[config.mk]
export PLATFORM = sky130hd
export DESIGN_NAME = lpsl_slice
export DESIGN_NICKNAME = d
export VERILOG_FILES = /design/src/rtl/lpsl_ripple.v /design/src/rtl/lpsl_slice.v /design/src/rtl/lpsl_table_mem.v
export VERILOG_INCLUDE_DIRS = /design/src /design/src/rtl
export SDC_FILE = /design/constraint.sdc
export NUM_CORES = 1
export LEC_CHECK = 0
export BUFFER_PORTS_ARGS = -buffer_cell sky130_fd_sc_hd__buf_2
export CORE_MARGIN = 3
export CORE_UTILIZATION = 39
export DETAILED_ROUTE_END_ITERATION = 12
export GPL_ROUTABILITY_DRIVEN = 1
export HOLD_SLACK_MARGIN = 0.05
export PLACE_DENSITY = 0.71
export SLEW_MARGIN = 25
export SYNTH_ARGS = -nofsm -noshare
export SYNTH_HDL_FRONTEND = slang
export SYNTH_SLANG_ARGS = --single-unit
[constraint.sdc]
create_clock -name clk_i -period 8.65 [get_ports clk_i]
set_input_delay 0.4325 -clock clk_i [delete_from_list [all_inputs] [get_ports clk_i]]
set_output_delay 0.4325 -clock clk_i [all_outputs]
set_load 0.03 [all_outputs]
[src/rtl/lpsl_defines.vh]
// Purpose: constants of the programmable logic slice
// Assumes: 10 MHz clk_i, classic Wishbone register access
// Notes: definitions only
//
// Operation
// - full unit selects logic, ripple, RAM or ROM; one mode at a time.
// - reduced unit offers logic, ripple and ROM, never RAM.
// - logic mode: each table gives any function of four inputs, 16 entries.
// - two tables muxed into one five-input function on the first wide output.
// - second wide output cascades neighbour results into six to eight inputs.
// - ripple mode: 2-bit add, subtract, dynamic add/subtract, up and down count.
// - ripple mode compares operands (ge, ne, le) and builds multipliers.
// - ripple mode produces carry generate and carry propagate.
// - carry enters on the chain input and leaves on the chain output.
// - RAM mode: each table is 16x1; slice forms single-port 16x2.
// - each table result given as bypass output and as registered output.
`ifndef LPSL_DEFINES_VH
`define LPSL_DEFINES_VH

// --------------------------------------------------------------
// register map
// --------------------------------------------------------------
`define LPSL_ADR_W 5
`define LPSL_ADR_CTRL 5'h00
`define LPSL_ADR_TABLE_A 5'h04
`define LPSL_ADR_TABLE_B 5'h08
`define LPSL_ADR_STATUS 5'h0c

// --------------------------------------------------------------
// control fields and reset values
// --------------------------------------------------------------
`define LPSL_CTRL_MODE_LSB 0
`define LPSL_CTRL_OP_LSB 2
`define LPSL_CTRL_INIT0_BIT 5
`define LPSL_CTRL_INIT1_BIT 6
`define LPSL_CTRL_RST 7'h00
`define LPSL_TABLE_RST 16'h0000
`define LPSL_TABLE_DEPTH 16
`define LPSL_TABLE_AW 4

// --------------------------------------------------------------
// modes and ripple operations
// --------------------------------------------------------------
`define LPSL_MODE_LOGIC 2'h0
`define LPSL_MODE_RIPPLE 2'h1
`define LPSL_MODE_RAM 2'h2
`define LPSL_MODE_ROM 2'h3
`define LPSL_OP_ADD 3'h0
`define LPSL_OP_SUB 3'h1
`define LPSL_OP_ADDSUB 3'h2
`define LPSL_OP_UP 3'h3
`define LPSL_OP_DOWN 3'h4
`define LPSL_OP_MULT 3'h5
`define LPSL_OP_CMP 3'h6

// --------------------------------------------------------------
// synchronised input vector
// --------------------------------------------------------------
`define LPSL_IN_W 15

`endif

[src/rtl/lpsl_ripple.v]
// Purpose: 2-bit ripple arithmetic unit of the slice
// Assumes: purely combinational
// Notes: carry semantics, subtraction is a plus inverted b plus carry
`timescale 1ns/1ps
`include "lpsl_defines.vh"

module lpsl_ripple (
  input wire [2:0] op_i,
  input wire [1:0] a_i,
  input wire [1:0] b_i,
  input wire cin_i,
  input wire dyn_i,
  output reg [1:0] sum_o,
  output reg cout_o,
  output reg gen_o,
  output reg prop_o,
  output reg ge_o,
  output reg ne_o,
  output reg le_o
);

  reg [1:0] b_eff;
  reg c_eff;
  reg [2:0] total;
  reg [1:0] g;
  reg [1:0] p;

  always @* begin
    b_eff = b_i;
    c_eff = cin_i;
    case (op_i)
      `LPSL_OP_ADD: b_eff = b_i;
      `LPSL_OP_SUB: b_eff = ~b_i;
      `LPSL_OP_ADDSUB: b_eff = dyn_i ? ~b_i : b_i;
      `LPSL_OP_UP: b_eff = 2'h0;
      `LPSL_OP_DOWN: begin
        b_eff = {2{cin_i}};
        c_eff = 1'b0;
      end
      `LPSL_OP_MULT: b_eff = b_i & {2{dyn_i}};
      `LPSL_OP_CMP: b_eff = ~b_i;
      default: b_eff = b_i;
    endcase
    total = {1'b0, a_i} + {1'b0, b_eff} + {2'h0, c_eff};
    sum_o = total[1:0];
    g = a_i & b_eff;
    p = a_i ^ b_eff;
    gen_o = g[1] | (p[1] & g[0]);
    prop_o = p[1] & p[0];
    cout_o = total[2];
    ge_o = (a_i >= b_i);
    ne_o = (a_i != b_i);
    le_o = (a_i <= b_i);
  end

endmodule

[src/rtl/lpsl_slice.v]
// Purpose: programmable logic slice with Wishbone configuration port
// Assumes: all fabric inputs arrive from outside the clock domain
// Notes: FULL_UNIT=0 builds the reduced unit without RAM mode
`timescale 1ns/1ps
`include "lpsl_defines.vh"

module lpsl_slice #(
  parameter FULL_UNIT = 1
) (
  input wire clk_i,
  input wire rst_i,
  input wire wb_cyc_i,
  input wire wb_stb_i,
  input wire wb_we_i,
  input wire [`LPSL_ADR_W-1:0] wb_adr_i,
  input wire [3:0] wb_sel_i,
  input wire [31:0] wb_dat_i,
  output reg [31:0] wb_dat_o,
  output reg wb_ack_o,
  input wire [3:0] table_a_inputs_i,
  input wire [3:0] table_b_inputs_i,
  input wire multipurpose_in_a_i,
  input wire multipurpose_in_b_i,
  input wire clk_en_i,
  input wire local_set_reset_i,
  input wire carry_chain_in_i,
  input wire wide_in_a_i,
  input wire wide_in_b_i,
  output reg [1:0] table_bypass_out_o,
  output reg [1:0] registered_out_o,
  output reg five_input_mux_out_o,
  output reg wide_mux_out_o,
  output reg carry_chain_out_o,
  output reg carry_gen_o,
  output reg carry_prop_o,
  output reg cmp_ge_o,
  output reg cmp_ne_o,
  output reg cmp_le_o
);

  // --------------------------------------------------------------
  // helpers
  // --------------------------------------------------------------
  function mode_allowed;
    input [1:0] mode;
    begin
      mode_allowed = (mode != `LPSL_MODE_RAM) || (FULL_UNIT != 0);
    end
  endfunction

  function [15:0] merge_bytes;
    input [15:0] old_val;
    input [15:0] new_val;
    input [1:0] sel;
    begin
      merge_bytes[7:0] = sel[0] ? new_val[7:0] : old_val[7:0];
      merge_bytes[15:8] = sel[1] ? new_val[15:8] : old_val[15:8];
    end
  endfunction

  function mode_is;
    input [1:0] cur;
    input [1:0] want;
    begin
      mode_is = (cur == want);
    end
  endfunction

  function adr_is;
    input [`LPSL_ADR_W-1:0] adr;
    input [`LPSL_ADR_W-1:0] want;
    begin
      adr_is = (adr == want);
    end
  endfunction

  function counts;
    input [2:0] op;
    begin
      counts = (op == `LPSL_OP_UP) || (op == `LPSL_OP_DOWN);
    end
  endfunction

  // --------------------------------------------------------------
  // input synchroniser
  // --------------------------------------------------------------
  wire [`LPSL_IN_W-1:0] in_raw;
  reg [`LPSL_IN_W-1:0] sync1_q;
  reg [`LPSL_IN_W-1:0] sync2_q;

  assign in_raw = {table_a_inputs_i, table_b_inputs_i, multipurpose_in_a_i,
                   multipurpose_in_b_i, clk_en_i, local_set_reset_i,
                   carry_chain_in_i, wide_in_a_i, wide_in_b_i};

  always @(posedge clk_i) begin
    if (rst_i) begin
      sync1_q <= {`LPSL_IN_W{1'b0}};
      sync2_q <= {`LPSL_IN_W{1'b0}};
    end else begin
      sync1_q <= in_raw;
      sync2_q <= sync1_q;
    end
  end

  wire [3:0] ta_s = sync2_q[14:11];
  wire [3:0] tb_s = sync2_q[10:7];
  wire mpa_s = sync2_q[6];
  wire mpb_s = sync2_q[5];
  wire ce_s = sync2_q[4];
  wire lsr_s = sync2_q[3];
  wire cin_s = sync2_q[2];
  wire wa_s = sync2_q[1];
  wire wb_s = sync2_q[0];

  // --------------------------------------------------------------
  // configuration registers
  // --------------------------------------------------------------
  reg [1:0] mode_q;
  reg [2:0] op_q;
  reg [1:0] init_q;
  wire [15:0] cont_a;
  wire [15:0] cont_b;
  wire wb_req = wb_cyc_i & wb_stb_i & ~wb_ack_o;
  wire wb_wr = wb_req & wb_we_i;
  wire hit_ctrl = adr_is(wb_adr_i, `LPSL_ADR_CTRL);
  wire hit_ta = adr_is(wb_adr_i, `LPSL_ADR_TABLE_A);
  wire hit_tb = adr_is(wb_adr_i, `LPSL_ADR_TABLE_B);
  wire hit_st = adr_is(wb_adr_i, `LPSL_ADR_STATUS);
  wire [1:0] new_mode = wb_dat_i[`LPSL_CTRL_MODE_LSB+1:`LPSL_CTRL_MODE_LSB];
  wire [2:0] new_op = wb_dat_i[`LPSL_CTRL_OP_LSB+2:`LPSL_CTRL_OP_LSB];
  wire [1:0] new_init = {wb_dat_i[`LPSL_CTRL_INIT1_BIT], wb_dat_i[`LPSL_CTRL_INIT0_BIT]};
  wire [6:0] ctrl_rst = `LPSL_CTRL_RST;

  always @(posedge clk_i) begin
    if (rst_i) begin
      mode_q <= ctrl_rst[`LPSL_CTRL_MODE_LSB+1:`LPSL_CTRL_MODE_LSB];
      op_q <= ctrl_rst[`LPSL_CTRL_OP_LSB+2:`LPSL_CTRL_OP_LSB];
      init_q <= {ctrl_rst[`LPSL_CTRL_INIT1_BIT], ctrl_rst[`LPSL_CTRL_INIT0_BIT]};
    end else if (wb_wr && hit_ctrl && wb_sel_i[0]) begin
      if (mode_allowed(new_mode)) begin
        mode_q <= new_mode;
      end
      op_q <= new_op;
      init_q <= new_init;
    end
  end

  // --------------------------------------------------------------
  // lookup tables
  // --------------------------------------------------------------
  wire ram_mode = mode_is(mode_q, `LPSL_MODE_RAM) && (FULL_UNIT != 0);
  wire [1:0] tab_load;
  wire [15:0] tab_load_dat [0:1];
  wire [3:0] tab_addr [0:1];
  wire [1:0] tab_wdat;
  wire [1:0] tab_rd;

  assign tab_load = {wb_wr & hit_tb, wb_wr & hit_ta};
  assign tab_load_dat[0] = merge_bytes(cont_a, wb_dat_i[15:0], wb_sel_i[1:0]);
  assign tab_load_dat[1] = merge_bytes(cont_b, wb_dat_i[15:0], wb_sel_i[1:0]);
  assign tab_addr[0] = ta_s;
  assign tab_addr[1] = ram_mode ? ta_s : tb_s;
  assign tab_wdat = {mpb_s, mpa_s};

  genvar gi;
  generate
    for (gi = 0; gi < 2; gi = gi + 1) begin : g_tab
      wire [15:0] cont;
      lpsl_table_mem #(
        .DEPTH(`LPSL_TABLE_DEPTH),
        .AW(`LPSL_TABLE_AW)
      ) u_mem (
        .clk_i(clk_i),
        .rst_i(rst_i),
        .load_i(tab_load[gi]),
        .load_dat_i(tab_load_dat[gi]),
        .we_i(ram_mode & ce_s),
        .waddr_i(ta_s),
        .wdat_i(tab_wdat[gi]),
        .raddr_i(tab_addr[gi]),
        .rdat_o(tab_rd[gi]),
        .contents_o(cont)
      );
    end
  endgenerate

  assign cont_a = g_tab[0].cont;
  assign cont_b = g_tab[1].cont;

  // --------------------------------------------------------------
  // ripple arithmetic
  // --------------------------------------------------------------
  wire [1:0] rip_a = counts(op_q) ?
                     registered_out_o : {tb_s[0], ta_s[0]};
  wire [1:0] rip_b = {tb_s[1], ta_s[1]};
  wire [1:0] rip_sum;
  wire rip_cout;
  wire rip_gen;
  wire rip_prop;
  wire rip_ge;
  wire rip_ne;
  wire rip_le;

  lpsl_ripple u_rip (
    .op_i(op_q),
    .a_i(rip_a),
    .b_i(rip_b),
    .cin_i(cin_s),
    .dyn_i(mpa_s),
    .sum_o(rip_sum),
    .cout_o(rip_cout),
    .gen_o(rip_gen),
    .prop_o(rip_prop),
    .ge_o(rip_ge),
    .ne_o(rip_ne),
    .le_o(rip_le)
  );

  // --------------------------------------------------------------
  // slice result selection
  // --------------------------------------------------------------
  reg [1:0] f_d;

  always @* begin
    case (mode_q)
      `LPSL_MODE_RIPPLE: f_d = rip_sum;
      `LPSL_MODE_LOGIC: f_d = tab_rd;
      `LPSL_MODE_RAM: f_d = tab_rd;
      `LPSL_MODE_ROM: f_d = tab_rd;
      default: f_d = tab_rd;
    endcase
  end

  wire ripple_mode = mode_is(mode_q, `LPSL_MODE_RIPPLE);

  // --------------------------------------------------------------
  // table outputs
  // --------------------------------------------------------------
  always @(posedge clk_i) begin
    if (rst_i) begin
      table_bypass_out_o <= 2'h0;
      five_input_mux_out_o <= 1'b0;
    end else begin
      table_bypass_out_o <= f_d;
      five_input_mux_out_o <= mpa_s ? tab_rd[1] : tab_rd[0];
    end
  end

  // --------------------------------------------------------------
  // cascade output
  // --------------------------------------------------------------
  always @(posedge clk_i) begin
    if (rst_i) begin
      wide_mux_out_o <= 1'b0;
    end else begin
      wide_mux_out_o <= mpb_s ? wb_s : wa_s;
    end
  end

  // --------------------------------------------------------------
  // carry outputs, zero outside ripple mode
  // --------------------------------------------------------------
  always @(posedge clk_i) begin
    if (rst_i) begin
      carry_chain_out_o <= 1'b0;
      carry_gen_o <= 1'b0;
      carry_prop_o <= 1'b0;
    end else begin
      carry_chain_out_o <= ripple_mode & rip_cout;
      carry_gen_o <= ripple_mode & rip_gen;
      carry_prop_o <= ripple_mode & rip_prop;
    end
  end

  // --------------------------------------------------------------
  // compare outputs, zero outside ripple mode
  // --------------------------------------------------------------
  always @(posedge clk_i) begin
    if (rst_i) begin
      cmp_ge_o <= 1'b0;
      cmp_ne_o <= 1'b0;
      cmp_le_o <= 1'b0;
    end else begin
      cmp_ge_o <= ripple_mode & rip_ge;
      cmp_ne_o <= ripple_mode & rip_ne;
      cmp_le_o <= ripple_mode & rip_le;
    end
  end

  // --------------------------------------------------------------
  // slice registers
  // --------------------------------------------------------------
  always @(posedge clk_i) begin
    if (rst_i) begin
      registered_out_o <= 2'h0;
    end else if (lsr_s) begin
      registered_out_o <= init_q;
    end else if (ce_s) begin
      registered_out_o <= f_d;
    end
  end

  // --------------------------------------------------------------
  // wishbone answer
  // --------------------------------------------------------------
  reg [31:0] rd_d;

  always @* begin
    rd_d = 32'h0;
    if (hit_ctrl) begin
      rd_d[1:0] = mode_q;
      rd_d[4:2] = op_q;
      rd_d[6:5] = init_q;
    end else if (hit_ta) begin
      rd_d[15:0] = cont_a;
    end else if (hit_tb) begin
      rd_d[15:0] = cont_b;
    end else if (hit_st) begin
      rd_d[1:0] = table_bypass_out_o;
      rd_d[3:2] = registered_out_o;
      rd_d[4] = carry_chain_out_o;
      rd_d[5] = carry_gen_o;
      rd_d[6] = carry_prop_o;
      rd_d[7] = cmp_ge_o;
      rd_d[8] = cmp_ne_o;
      rd_d[9] = cmp_le_o;
      rd_d[10] = five_input_mux_out_o;
      rd_d[11] = wide_mux_out_o;
      rd_d[12] = (FULL_UNIT != 0);
    end
  end

  always @(posedge clk_i) begin
    if (rst_i) begin
      wb_ack_o <= 1'b0;
    end else begin
      wb_ack_o <= wb_req;
    end
  end

  // --------------------------------------------------------------
  // read data register, zero outside the ack cycle
  // --------------------------------------------------------------
  always @(posedge clk_i) begin
    if (rst_i) begin
      wb_dat_o <= 32'h0;
    end else begin
      wb_dat_o <= (wb_req && !wb_we_i) ? rd_d : 32'h0;
    end
  end

endmodule

[src/rtl/lpsl_table_mem.v]
// Purpose: one 16x1 lookup table store with registered read
// Assumes: single clock, synchronous reset
// Notes: whole-table load beats single-bit write
`timescale 1ns/1ps
`include "lpsl_defines.vh"

module lpsl_table_mem #(
  parameter DEPTH = `LPSL_TABLE_DEPTH,
  parameter AW = `LPSL_TABLE_AW
) (
  input wire clk_i,
  input wire rst_i,
  input wire load_i,
  input wire [DEPTH-1:0] load_dat_i,
  input wire we_i,
  input wire [AW-1:0] waddr_i,
  input wire wdat_i,
  input wire [AW-1:0] raddr_i,
  output reg rdat_o,
  output wire [DEPTH-1:0] contents_o
);

  reg [DEPTH-1:0] mem_q;

  assign contents_o = mem_q;

  // --------------------------------------------------------------
  // storage and read register
  // --------------------------------------------------------------
  always @(posedge clk_i) begin
    if (rst_i) begin
      mem_q <= `LPSL_TABLE_RST;
      rdat_o <= 1'b0;
    end else begin
      if (load_i) begin
        mem_q <= load_dat_i;
      end else if (we_i) begin
        mem_q[waddr_i] <= wdat_i;
      end
      rdat_o <= mem_q[raddr_i];
    end
  end

endmodule

=== Yosys cells after proc, flatten, opt, wreduce, memory -nomap -nowiden ===
Index checks and enable logic that the tools add are counted.

* Add/sub/neg operators: 2
* Magnitude comparators: 5
* Equality and inequality tests: 17
* Muxes and demuxes: 29
* Bitwise logic cells: 21
* Reduce and logical (&&, ||, !) cells: 19

{| class="wikitable"
|+ Operators with widths
! kind !! number
|-
| $mux W16 || 5
|-
| $bwmux W16 || 2
|-
| $mux W13 || 2
|-
| $mux W8 || 2
|-
| $and A1 B1 Y1 || 14
|-
| $eq A5 B4 Y1 const B || 2
|-
| $lt A4 B5 Y1 const B || 2
|-
| $pmux W2 S5 || 1
|-
| $eq A3 B3 Y1 const B || 3
|-
| $bmux W1 S4 || 2
|-
| $mux W2 || 4
|-
| $ne A2 B2 Y1 const B || 4
|-
| $reduce_and A2 Y1 || 4
|-
| $mux W7 || 1
|-
| $eq A3 B2 Y1 const B || 2
|-
| $mux W1 || 6
|-
| $reduce_bool A2 Y1 || 3
|-
| $reduce_or A3 Y1 || 2
|-
| $eq A5 B3 Y1 const B || 1
|-
| $logic_not A5 Y1 || 1
|-
| $and A2 B2 Y2 || 2
|-
| $demux W1 S4 || 1
|-
| $eq A2 B2 Y1 const B || 2
|-
| $ge A4 B1 Y1 const B || 1
|-
| 19 further kinds || 24
|}

* Register bits after elaboration: 116

=== Logic depth before layout (Yosys ltp) ===
Gate-level depths: netlist of run 1.

* Word-level depth: 8
* Depth in mapped cells: 14
* Depth with buffers taken out: 13

=== Cells and area by module ===
A second synthesis of run 1 with hierarchy kept.

* Cell total of the unflattened synthesis: 621
* Area total of the unflattened synthesis: 5,436.5 um^2

{| class="wikitable"
|+ By module, submodules not included
! module !! instances !! cells an instance !! area an instance (um^2)
|-
| lpsl_slice || 1 || 343 || 3,025.4
|-
| lpsl_table_mem || 2 || 116 || 1,033.5
|-
| lpsl_ripple || 1 || 46 || 344.1
|}

=== Worst setup path before layout of run 1 ===
No wires, ideal clock.

* Path kind: reg-to-reg
* Start point: register sync2_q[12]
* End point: register registered_out_o[1]
* Setup time: 0.121 ns
* Arrival: 2.585 ns
* Slack: 5.944 ns
* Cell stages (with the launch flop): 14
* Clock period less this slack: 2.706 ns
* Cell sequence: dfxtp_1 clkbuf_1 nor2b_1 and2_0 o21ai_0 o221a_2 inv_1 fa_1 inv_1 fa_1 mux2i_1 nor2_1 a22oi_1 o21ai_0

* Cells in the longest elaborated chain, start to end: 8
* Elaborated cells between the ends (all ways): 9
* Those cells by class: add/sub: 2; mux: 5; bitwise: 2

{| class="wikitable"
|+ Ends and longest elaborated chain
! item !! line !! RTL
|-
| start, declared || lpsl_slice.v:89 || <nowiki>reg [`LPSL_IN_W-1:0] sync2_q;</nowiki>
|-
| start signal, assigned || lpsl_slice.v:98 || <nowiki>sync2_q <= {`LPSL_IN_W{1'b0}};</nowiki>
|-
| start signal, assigned || lpsl_slice.v:101 || <nowiki>sync2_q <= sync1_q;</nowiki>
|-
| $not A2 Y2 || lpsl_ripple.v:33, lpsl_ripple.v:34, lpsl_ripple.v:41 ||
|-
| $mux W2 || lpsl_ripple.v:34 || <nowiki>`LPSL_OP_ADDSUB: b_eff = dyn_i ? ~b_i : b_i;</nowiki>
|-
| $pmux W2 S5 (*) || lpsl_ripple.v:31 || <nowiki>case (op_i)</nowiki>
|-
| $add A2 B2 Y3 (*) || lpsl_ripple.v:44 || <nowiki>total = {1'b0, a_i} + {1'b0, b_eff} + {2'h0, c_eff};</nowiki>
|-
| $add A3 B1 Y3 (*) || lpsl_ripple.v:44 ||
|-
| $pmux W2 S2 (*) || lpsl_slice.v:225 || <nowiki>case (mode_q)</nowiki>
|-
| $mux W2 (*) || lpsl_slice.v:298 || <nowiki>end else if (ce_s) begin</nowiki>
|-
| $mux W2 (*) || lpsl_slice.v:296 || <nowiki>end else if (lsr_s) begin</nowiki>
|-
| end signal, assigned || lpsl_slice.v:297 || <nowiki>registered_out_o <= init_q;</nowiki>
|-
| end, declared || lpsl_slice.v:30 || <nowiki>output reg [1:0] registered_out_o,</nowiki>
|}

Every way passes the cells marked *; elsewhere a longest branch is shown, timed or not. The select of a mux whose other input is x is not followed.
A chain may end at the register's enable or synchronous reset.

=== Worst setup path after layout of run 1 ===
Same ends and word-level chain as after synthesis.

==> results of run 1 <==
final cells by class:
cell class              count  area (um2)
clock buffers              10         239
well taps                 172         215
multi-input cells         445        2870
clock inverters             6         134
repair buffers             72         363
fillers                  1235        6910
flip-flops and latches    100        2000
inverters                  11        41.3
kinds of logic (layout without fill, tap and decap cells):
kind of cell,Yosys count,after routing,synth area share
simple gates,263,263,0.276
compound gates,131,131,0.178
flops,100,100,0.388
buf+inv,64,99,0.0671
mux,27,27,0.0679
fa+ha+maj,8,8,0.0223
other cells,1,16,0.000726
flip-flops by register name, indices dropped and copies added (netlist names):
name and count:
sync1_q 15, cmp_ne_o 1, wide_mux_out_o 1, carry_chain_out_o 1, g_tab.u_mem.rdat_o 2, registered_out_o 2
carry_prop_o 1, cmp_le_o 1, five_input_mux_out_o 1, table_bypass_out_o 2, op_q 3, wb_dat_o 16
wb_ack_o 1, mode_q 2, sync2_q 15, carry_gen_o 1, cmp_ge_o 1, init_q 2
g_tab.u_mem.contents_o 32
layer usage:
layer / up-vias / global-route usage / wire length, um
met5: - / 0 / 0
met4: 0 / 0.0786 / 260
met3: 16 / 0.0317 / 1140
met2: 207 / 0.330 / 7120
met1: 2074 / 0.259 / 5750
li1: 2150 / - / -
power groups by stage:
stage	clock (mW)	combinational [mW]	sequential (mW)
finish	0.497	0.0735	0.476
global route	0.519	0.0807	0.477
CTS	0.500	0.0730	0.476
detailed placement	0	0.0725	0.487
global placement	0	0.0709	0.486
floorplan	0	0.0570	0.483
path summary, 6_finish.rpt:
check,startpoint,end,slack [ns],cells after the start
max,sync2_q[12],registered_out_o[1],5.44,13
max reg2reg,sync2_q[12],registered_out_o[1],5.44,13
min,carry_chain_in_i,sync1_q[2],0.29,2
min reg2reg,sync1_q[4],sync2_q[4],0.43,1
metrics by stage:
stage           util  worst slack, ns  power (mW)  area [um2]
6_report       0.459             5.44        1.05        5870
5_1_grt        0.459             5.26        1.08        5870
4_1_cts        0.459             5.43        1.05        5860
3_5_place_dp   0.430             5.43       0.559        5490
3_3_place_gp   0.430             5.51       0.557        5490
2_1_floorplan      -             5.94       0.540        5220
Yosys cell counts (9+ instances only):
master / number
sky130_fd_sc_hd__mux2i_1: 17
sky130_fd_sc_hd__o21ai_0: 24
sky130_fd_sc_hd__nand3_1: 9
sky130_fd_sc_hd__inv_1: 10
sky130_fd_sc_hd__nand2_1: 43
sky130_fd_sc_hd__dfxtp_1: 100
sky130_fd_sc_hd__clkbuf_1: 19
sky130_fd_sc_hd__buf_4: 19
sky130_fd_sc_hd__nand2b_1: 15
sky130_fd_sc_hd__or3_1: 9
sky130_fd_sc_hd__nor2_1: 67
sky130_fd_sc_hd__a22oi_1: 10
sky130_fd_sc_hd__nor2b_1: 63
sky130_fd_sc_hd__nor3_1: 21
sky130_fd_sc_hd__a21oi_1: 33
sky130_fd_sc_hd__buf_2: 9
sky130_fd_sc_hd__a311oi_1: 17
==> implementation parameters, run 1 <==
Parameter                              Value

Final layout
  Most frequent cells in the layout ... sky130_fd_sc_hd__dfxtp_1, sky130_fd_sc_hd__buf_2, sky130_fd_sc_hd__nor2_1
  Leading cell type in the layout, fill and taps excluded ... sky130_fd_sc_hd__dfxtp_1
  Share of cells above drive strength 1 ... 0.196
  Number of nets in the layout ... 708
  Total inserted antenna cells ... 0
  Layout area overhead ... 13.6%
  Final instance count without filler cells ... slightly above 800

CTS
  Clock network latency to the later pin of the worst-skew pair ... approximately 0.35 ns
  CTS buffer count ... 9
  Clock sink count ... 100
  Clock-pin transition on the worst setup and hold timing paths ... ~0.070 ns
  H-tree depth reported by CTS ... 3
  Clock Tree Root ... sky130_fd_sc_hd__clkbuf_16
  Post-CTS resize count ... 0
  Maximum number of buffers from clock root to sink ... 2
  Hold Buf Count CTS ... 0
  Post-CTS setup buffer count ... 0
  TritonCTS clock tree ... built

Setup path
  Critical Setup Path Class ... flop to flop
  Critical path capture point type ... flop
  Crit path largest cell delay ... 0.82 ns
  Startpoint Class ... flop
  Maximum net fanout on the critical path ... 17
  Slowest cell on crit path ... sky130_fd_sc_hd__dfxtp_1
  Sum of buffers and inverters on the critical path ... 2
  Critical Path AT ... roughly 3.5 ns
  Dominant delay contributor by cell family on the critical path ... adder cells
  Worst path required time ... around 8.9 ns
  Cell-by-cell listing of the critical path ... ha_1 -> nor2b_1 -> nor3_1 -> o21ai_0 -> o221a_2 -> inv_1 -> fa_1 -> inv_1 -> fa_1 -> mux2i_1 -> nor2_1 -> a22oi_1 -> o21ai_0

Detailed routing
  Drc violations ... 0
  WL/cell ... 17.5 um
  Number of iterations in the first detailed-routing pass ... 5
  Vias per std cell ... 5.45
  Number of DRC violations after detailed-routing iteration 0 ... roughly 320
  Drt total wl ... roughly 14,000 um
  ANT nets after route ... 0
  Number of vias after detailed routing ... about 4,400

Global route
  GRT Total Usage ... 0.199
  Vias in the first global route ... 4,325
  Global-route wire length before repair ... ~23,000 um
  Largest net degree at the start of global routing ... 48
  Overflow left after global routing ... 0
  Antenna violations before repair ... 0

Synth
  Most area-consuming cells after synthesis ... sky130_fd_sc_hd__dfxtp_1, sky130_fd_sc_hd__nor2b_1, sky130_fd_sc_hd__nor2_1
  Number of synthesized flops with an enable pin ... 0
  Cells after Synth ... about 590
  Async set-or-reset flop fraction in the synthesized netlist ... 0
  Yosys Warn Count ... 0
  Area share of the largest cell type after synthesis ... 0.388
  Dominant synthesized flop cell ... sky130_fd_sc_hd__dfxtp_1
  Cell accounting for the most synthesized area ... sky130_fd_sc_hd__dfxtp_1
  Number of storage elements in the synthesis netlist ... 100
  Yosys cell types ... 60
  Post-synthesis instance area ... between 5000 and 6000 um2
  Share of synthesized area occupied by flip-flops and latches ... 0.388
  Mean post-synth cell area ... between 8 and 9 um2

Die
  Core Area ... 12,800 um2
  Die X ... ~120 um
  Row Count ... 41
  Area enclosed by the die boundary ... between 10,000 and 15,000 um2
  Die height ... around 120 um
  Initial Utilization ... 0.404
  Number of top-level design ports ... 106

Placed design
  Final Wtd Congestion ... 0.898
  DP Cell Count ... 800
  HPWL reported at the end of detailed placement ... approximately 10,000 um
  IO Port Bufs ... 71

Pwr
  Sequential share of power ... 0.455
  Comb pwr share ... 0.070
  P_sw ... around 0.23 mW
  P_int ... between 0.8 and 0.9 mW
  Proportion of total power due to net switching ... 0.223
  Clock share of power ... 0.475
  Worst-case vdd ir drop ... around 0.00012 V
  Pwr Density ... 178 nW/um2
  Static power due to leakage ... approximately 2.2 nW

STA
  Total setup violations reported at the end of the flow ... 0
  Final hold violation count ... 0
  Final clock skew ... a little over 0.01 ns
  Setup repair after global routing missed its margin ... false
  Tmin final ... 3.21 ns
  Setup TNS ... 0 ns
  Worst hold slack after final layout ... 0.289 ns
  Final Slew Violations ... 0
  Crit share post-route ... 0.371
  Highest clock rate ... 0.312 GHz
  Relative slew slack ... 0.354
  Tightest Pin Transition ... 0.964 ns

Job
  Number of max-capacitance violations reported ... 0

Status
  Outcome ... completed

Worst hold path
  Path category of the worst min-delay check ... input pin to flop
Power figures use the tool's default switching activity.
==> run 2, diff against run 1 <==
clock period = 3 ns   (was 8.65 ns; I/O delays follow)
==> run 2 against run 1 <==
Against the previous run:
- global-route usage is 0.95 points higher
- clock power is 150% higher
- register-to-register slack got worse by 5.2 ns
- sequential power grew to 2.9 times the previous value
- highest routed layer unchanged
- sequential share of layout area down 0.77 points
- worst hold slack lost 0.20 ns
- utilization grew 1.3 points
- die area unchanged
- first-iteration DRC count is 40% higher
- design area up 2.8%
==> implementation parameters, run 2 (synthesized netlist as in run 1, its figures left out) <==
Parameter                              Value

Placed design
  IO Port Bufs ... 71 (unchanged)
  HPWL reported at the end of detailed placement ... 10,700 um (was 10,300 um)
  Cell Area, Placed ... 5550 um2 (was 5490 um2)
  DP Cell Count ... 808 (was 800)
  Final Wtd Congestion ... 0.954 (was 0.898)

STA
  Final hold violation count ... 0 (unchanged)
  Final clock skew ... 0.00953 ns (was 0.0102 ns)
  Setup TNS ... 0 ns (unchanged)
  Crit share post-route ... 0.921 (was 0.371)
  Tightest Pin Transition ... 0.715 ns (was 0.964 ns)
  Relative slew slack ... 0.523 (was 0.354)
  Total setup violations reported at the end of the flow ... 0 (unchanged)
  Tmin final ... 2.76 ns (was 3.21 ns)
  Final Slew Violations ... 0 (unchanged)
  Setup repair after global routing missed its margin ... false (unchanged)
  Highest clock rate ... 0.362 GHz (was 0.312 GHz)

Final layout
  Most frequent cells in the layout ... sky130_fd_sc_hd__dfxtp_1, sky130_fd_sc_hd__buf_2, sky130_fd_sc_hd__nor2_1 (unchanged)
  Leading cell type in the layout, fill and taps excluded ... sky130_fd_sc_hd__dfxtp_1 (unchanged)
  Multi-input gate area ... 2870 um2 (about the same)
  Layout area overhead ... 16.8% (was 13.6%)
  Max reg flops ... 32 (unchanged)
  Number of nets in the layout ... 731 (was 708)
  Share of cells above drive strength 1 ... 0.203 (was 0.196)
  Final instance count without filler cells ... 838 (was 816)
  Fillers ... 1,193 (was 1,235)
  Total inserted antenna cells ... 0 (unchanged)
  Post-layout util ... 0.472 (was 0.459)
  Post-layout instance area ... 6030 um2 (was 5870 um2)
  Sequential standard cell area ... 2010 um2 (was 2000 um2)

Die
  Core Area ... 12,800 um2 (unchanged)
  Number of top-level design ports ... 106 (unchanged)
  Row Count ... 41 (unchanged)
  Die height ... 121 um (unchanged)
  Initial Utilization ... 0.404 (unchanged)
  Die X ... 121 um (unchanged)
  Area enclosed by the die boundary ... 14,700 um2 (unchanged)

Worst hold path
  WHS Path Cells ... 3 (was 2)
  Path category of the worst min-delay check ... input pin to flop (unchanged)
  Hold Startpoint ... wb_dat_i[6] (was carry_chain_in_i)
  Worst Hold Path EP ... init_q[1] (was sync1_q[2])

Status
  Outcome ... completed (unchanged)

Setup path
  Critical Path AT ... 2.99 ns (was 3.45 ns)
  Dominant delay contributor by cell family on the critical path ... adder cells (unchanged)
  Maximum net fanout on the critical path ... 16 (was 17)
  Reg-to-Reg Start ... sync2_q[12] (unchanged)
  Cell-by-cell listing of the critical path ... buf_6 -> nor2b_1 -> and2_0 -> o21ai_0 -> o221a_2 -> inv_1 -> fa_1 -> inv_1 -> fa_1 -> mux2i_1 -> nor2_1 -> a22oi_1 -> o21ai_0 (was ha_1 -> nor2b_1 -> nor3_1 -> o21ai_0 -> o221a_2 -> inv_1 -> fa_1 -> inv_1 -> fa_1 -> mux2i_1 -> nor2_1 -> a22oi_1 -> o21ai_0)
  Crit path largest cell delay ... 0.42 ns (was 0.82 ns)
  Reg2reg end ... registered_out_o[1] (unchanged)
  Depth of the worst register-to-register path ... 13 (unchanged)
  Critical path capture point type ... flop (unchanged)
  Worst path required time ... 3.23 ns (was 8.89 ns)
  Sum of buffers and inverters on the critical path ... 3 (was 2)
  Register-to-register setup slack ... 0.24 ns (was 5.44 ns)
  Slowest cell on crit path ... sky130_fd_sc_hd__fa_1 (was sky130_fd_sc_hd__dfxtp_1)
  Critical Setup Path Class ... flop to flop (unchanged)
  Startpoint Class ... flop (unchanged)

Pwr
  Static power due to leakage ... 2.29 nW (was 2.22 nW)
  Worst-case vdd ir drop ... 0.000218 V (was 0.000121 V)
  Pwr Density ... 472 nW/um2 (was 178 nW/um2)

CTS
  Clock-pin transition on the worst setup and hold timing paths ... 0.07 ns (about the same)
  Maximum number of buffers from clock root to sink ... 2 (unchanged)
  Clock Tree Root ... sky130_fd_sc_hd__clkbuf_16 (unchanged)
  H-tree depth reported by CTS ... 3 (unchanged)
  Clock network latency to the later pin of the worst-skew pair ... 0.35 ns (about the same)
  CTS buffer count ... 9 (unchanged)
  Clock sink count ... 100 (unchanged)
  TritonCTS clock tree ... built (unchanged)
  Post-CTS setup buffer count ... 0 (unchanged)

Global route
  Overflow left after global routing ... 0 (unchanged)
  Largest net degree at the start of global routing ... 35 (was 48)
  GRT Total Usage ... 0.208 (was 0.199)
  Vias in the first global route ... 4,504 (was 4,325)
  Global-route wire length before repair ... 23,800 um (was 22,900 um)
  Antenna violations before repair ... 0 (unchanged)

Detailed routing
  WL/cell ... 18.0 um (was 17.5 um)
  Drt total wl ... 15,100 um (was 14,300 um)
  Number of DRC violations after detailed-routing iteration 0 ... 449 (was 321)
  Number of vias after detailed routing ... 4,706 (was 4,447)
  Drc violations ... 0 (unchanged)
  ANT nets after route ... 0 (unchanged)
  Vias per std cell ... 5.62 (was 5.45)
  Number of iterations in the first detailed-routing pass ... 5 (unchanged)

Job
  Number of max-capacitance violations reported ... 0 (unchanged)
run 2: changes by cell type in the layout (fill, tap and decap cells not counted), sizes merged:
cell	delta
clkbuf	-1
clkinvlp	+2
dlygate4sd3	+15
buf	+8
bufinv	-2
run 2: cell type report:
cell class | instances | share of cell area
Timing Repair Buffer | 95 | 0.0957
Clock buffer | 9 | 0.0374
Tap cell | 172 | 0.0357
Clock inverter | 6 | 0.0147
Multi-Input combinational cell | 445 | 0.476
Sequential cell | 100 | 0.334
Inverter | 11 | 0.00685
run 2: worst reg2reg max path, cell delays in order, from the launching register on:
cell and delay [ns]:
sky130_fd_sc_hd__dfxtp_1 0.36, sky130_fd_sc_hd__buf_6 0.20, sky130_fd_sc_hd__nor2b_1 0.10, sky130_fd_sc_hd__and2_0 0.16, sky130_fd_sc_hd__o21ai_0 0.16, sky130_fd_sc_hd__o221a_2 0.22, sky130_fd_sc_hd__inv_1 0.06, sky130_fd_sc_hd__fa_1 0.38
sky130_fd_sc_hd__inv_1 0.08, sky130_fd_sc_hd__fa_1 0.42, sky130_fd_sc_hd__mux2i_1 0.14, sky130_fd_sc_hd__nor2_1 0.07, sky130_fd_sc_hd__a22oi_1 0.20, sky130_fd_sc_hd__o21ai_0 0.08
run 2: worst max path at each step:
stage | from | endpoint | slack (ns) | cells after the start
3_3_place_gp | op_q[0] | registered_out_o[1] | 0.36 | 13
4_1_cts | op_q[1] | registered_out_o[1] | 0.12 | 13
6_report | sync2_q[12] | registered_out_o[1] | 0.24 | 13
2_1_floorplan | sync2_q[12] | registered_out_o[1] | 0.29 | 13
3_5_place_dp | op_q[0] | registered_out_o[1] | 0.18 | 13
5_1_grt | sync2_q[12] | registered_out_o[1] | 0.006 | 13
run 2: repair_timing:
| action | 4_1_cts | 5_1_grt |
|---|---|---|
| endpoints found under the hold margin | 15 | 0 |
| setup endpoints to repair | 0 | 1 |
| hold buffers | 15 | 0 |
| gates resized for setup | 0 | 6 |
run 2: metrics by stage:
stage                     setup WS [ns]  power [mW]  hold WS (ns)
final                             0.238        2.84        0.0937
after global routing            0.00564        2.93         0.115
after CTS                         0.118        2.85        0.0922
after detailed placement          0.183        1.62         0.362
after global placement            0.359        1.61         0.357
after floorplan                   0.294        1.56         0.278
run 2: per-layer routing:
layer | up-vias | share of wire | GRT usage | routed length [um]
met5 | - | 0 | 0 | 0
met1 | 2191 | 0.38 | 0.257 | 5740
met2 | 271 | 0.49 | 0.356 | 7430
met4 | 0 | 0.034 | 0.0878 | 516
met3 | 45 | 0.094 | 0.0378 | 1430
li1 | 2199 | - | - | -
run 2: power by group:
group,total [mW],internal (mW),switching (mW)
registers,1.36,1.35,0.0162
logic,0.241,0.0903,0.151
clock network,1.24,0.728,0.510
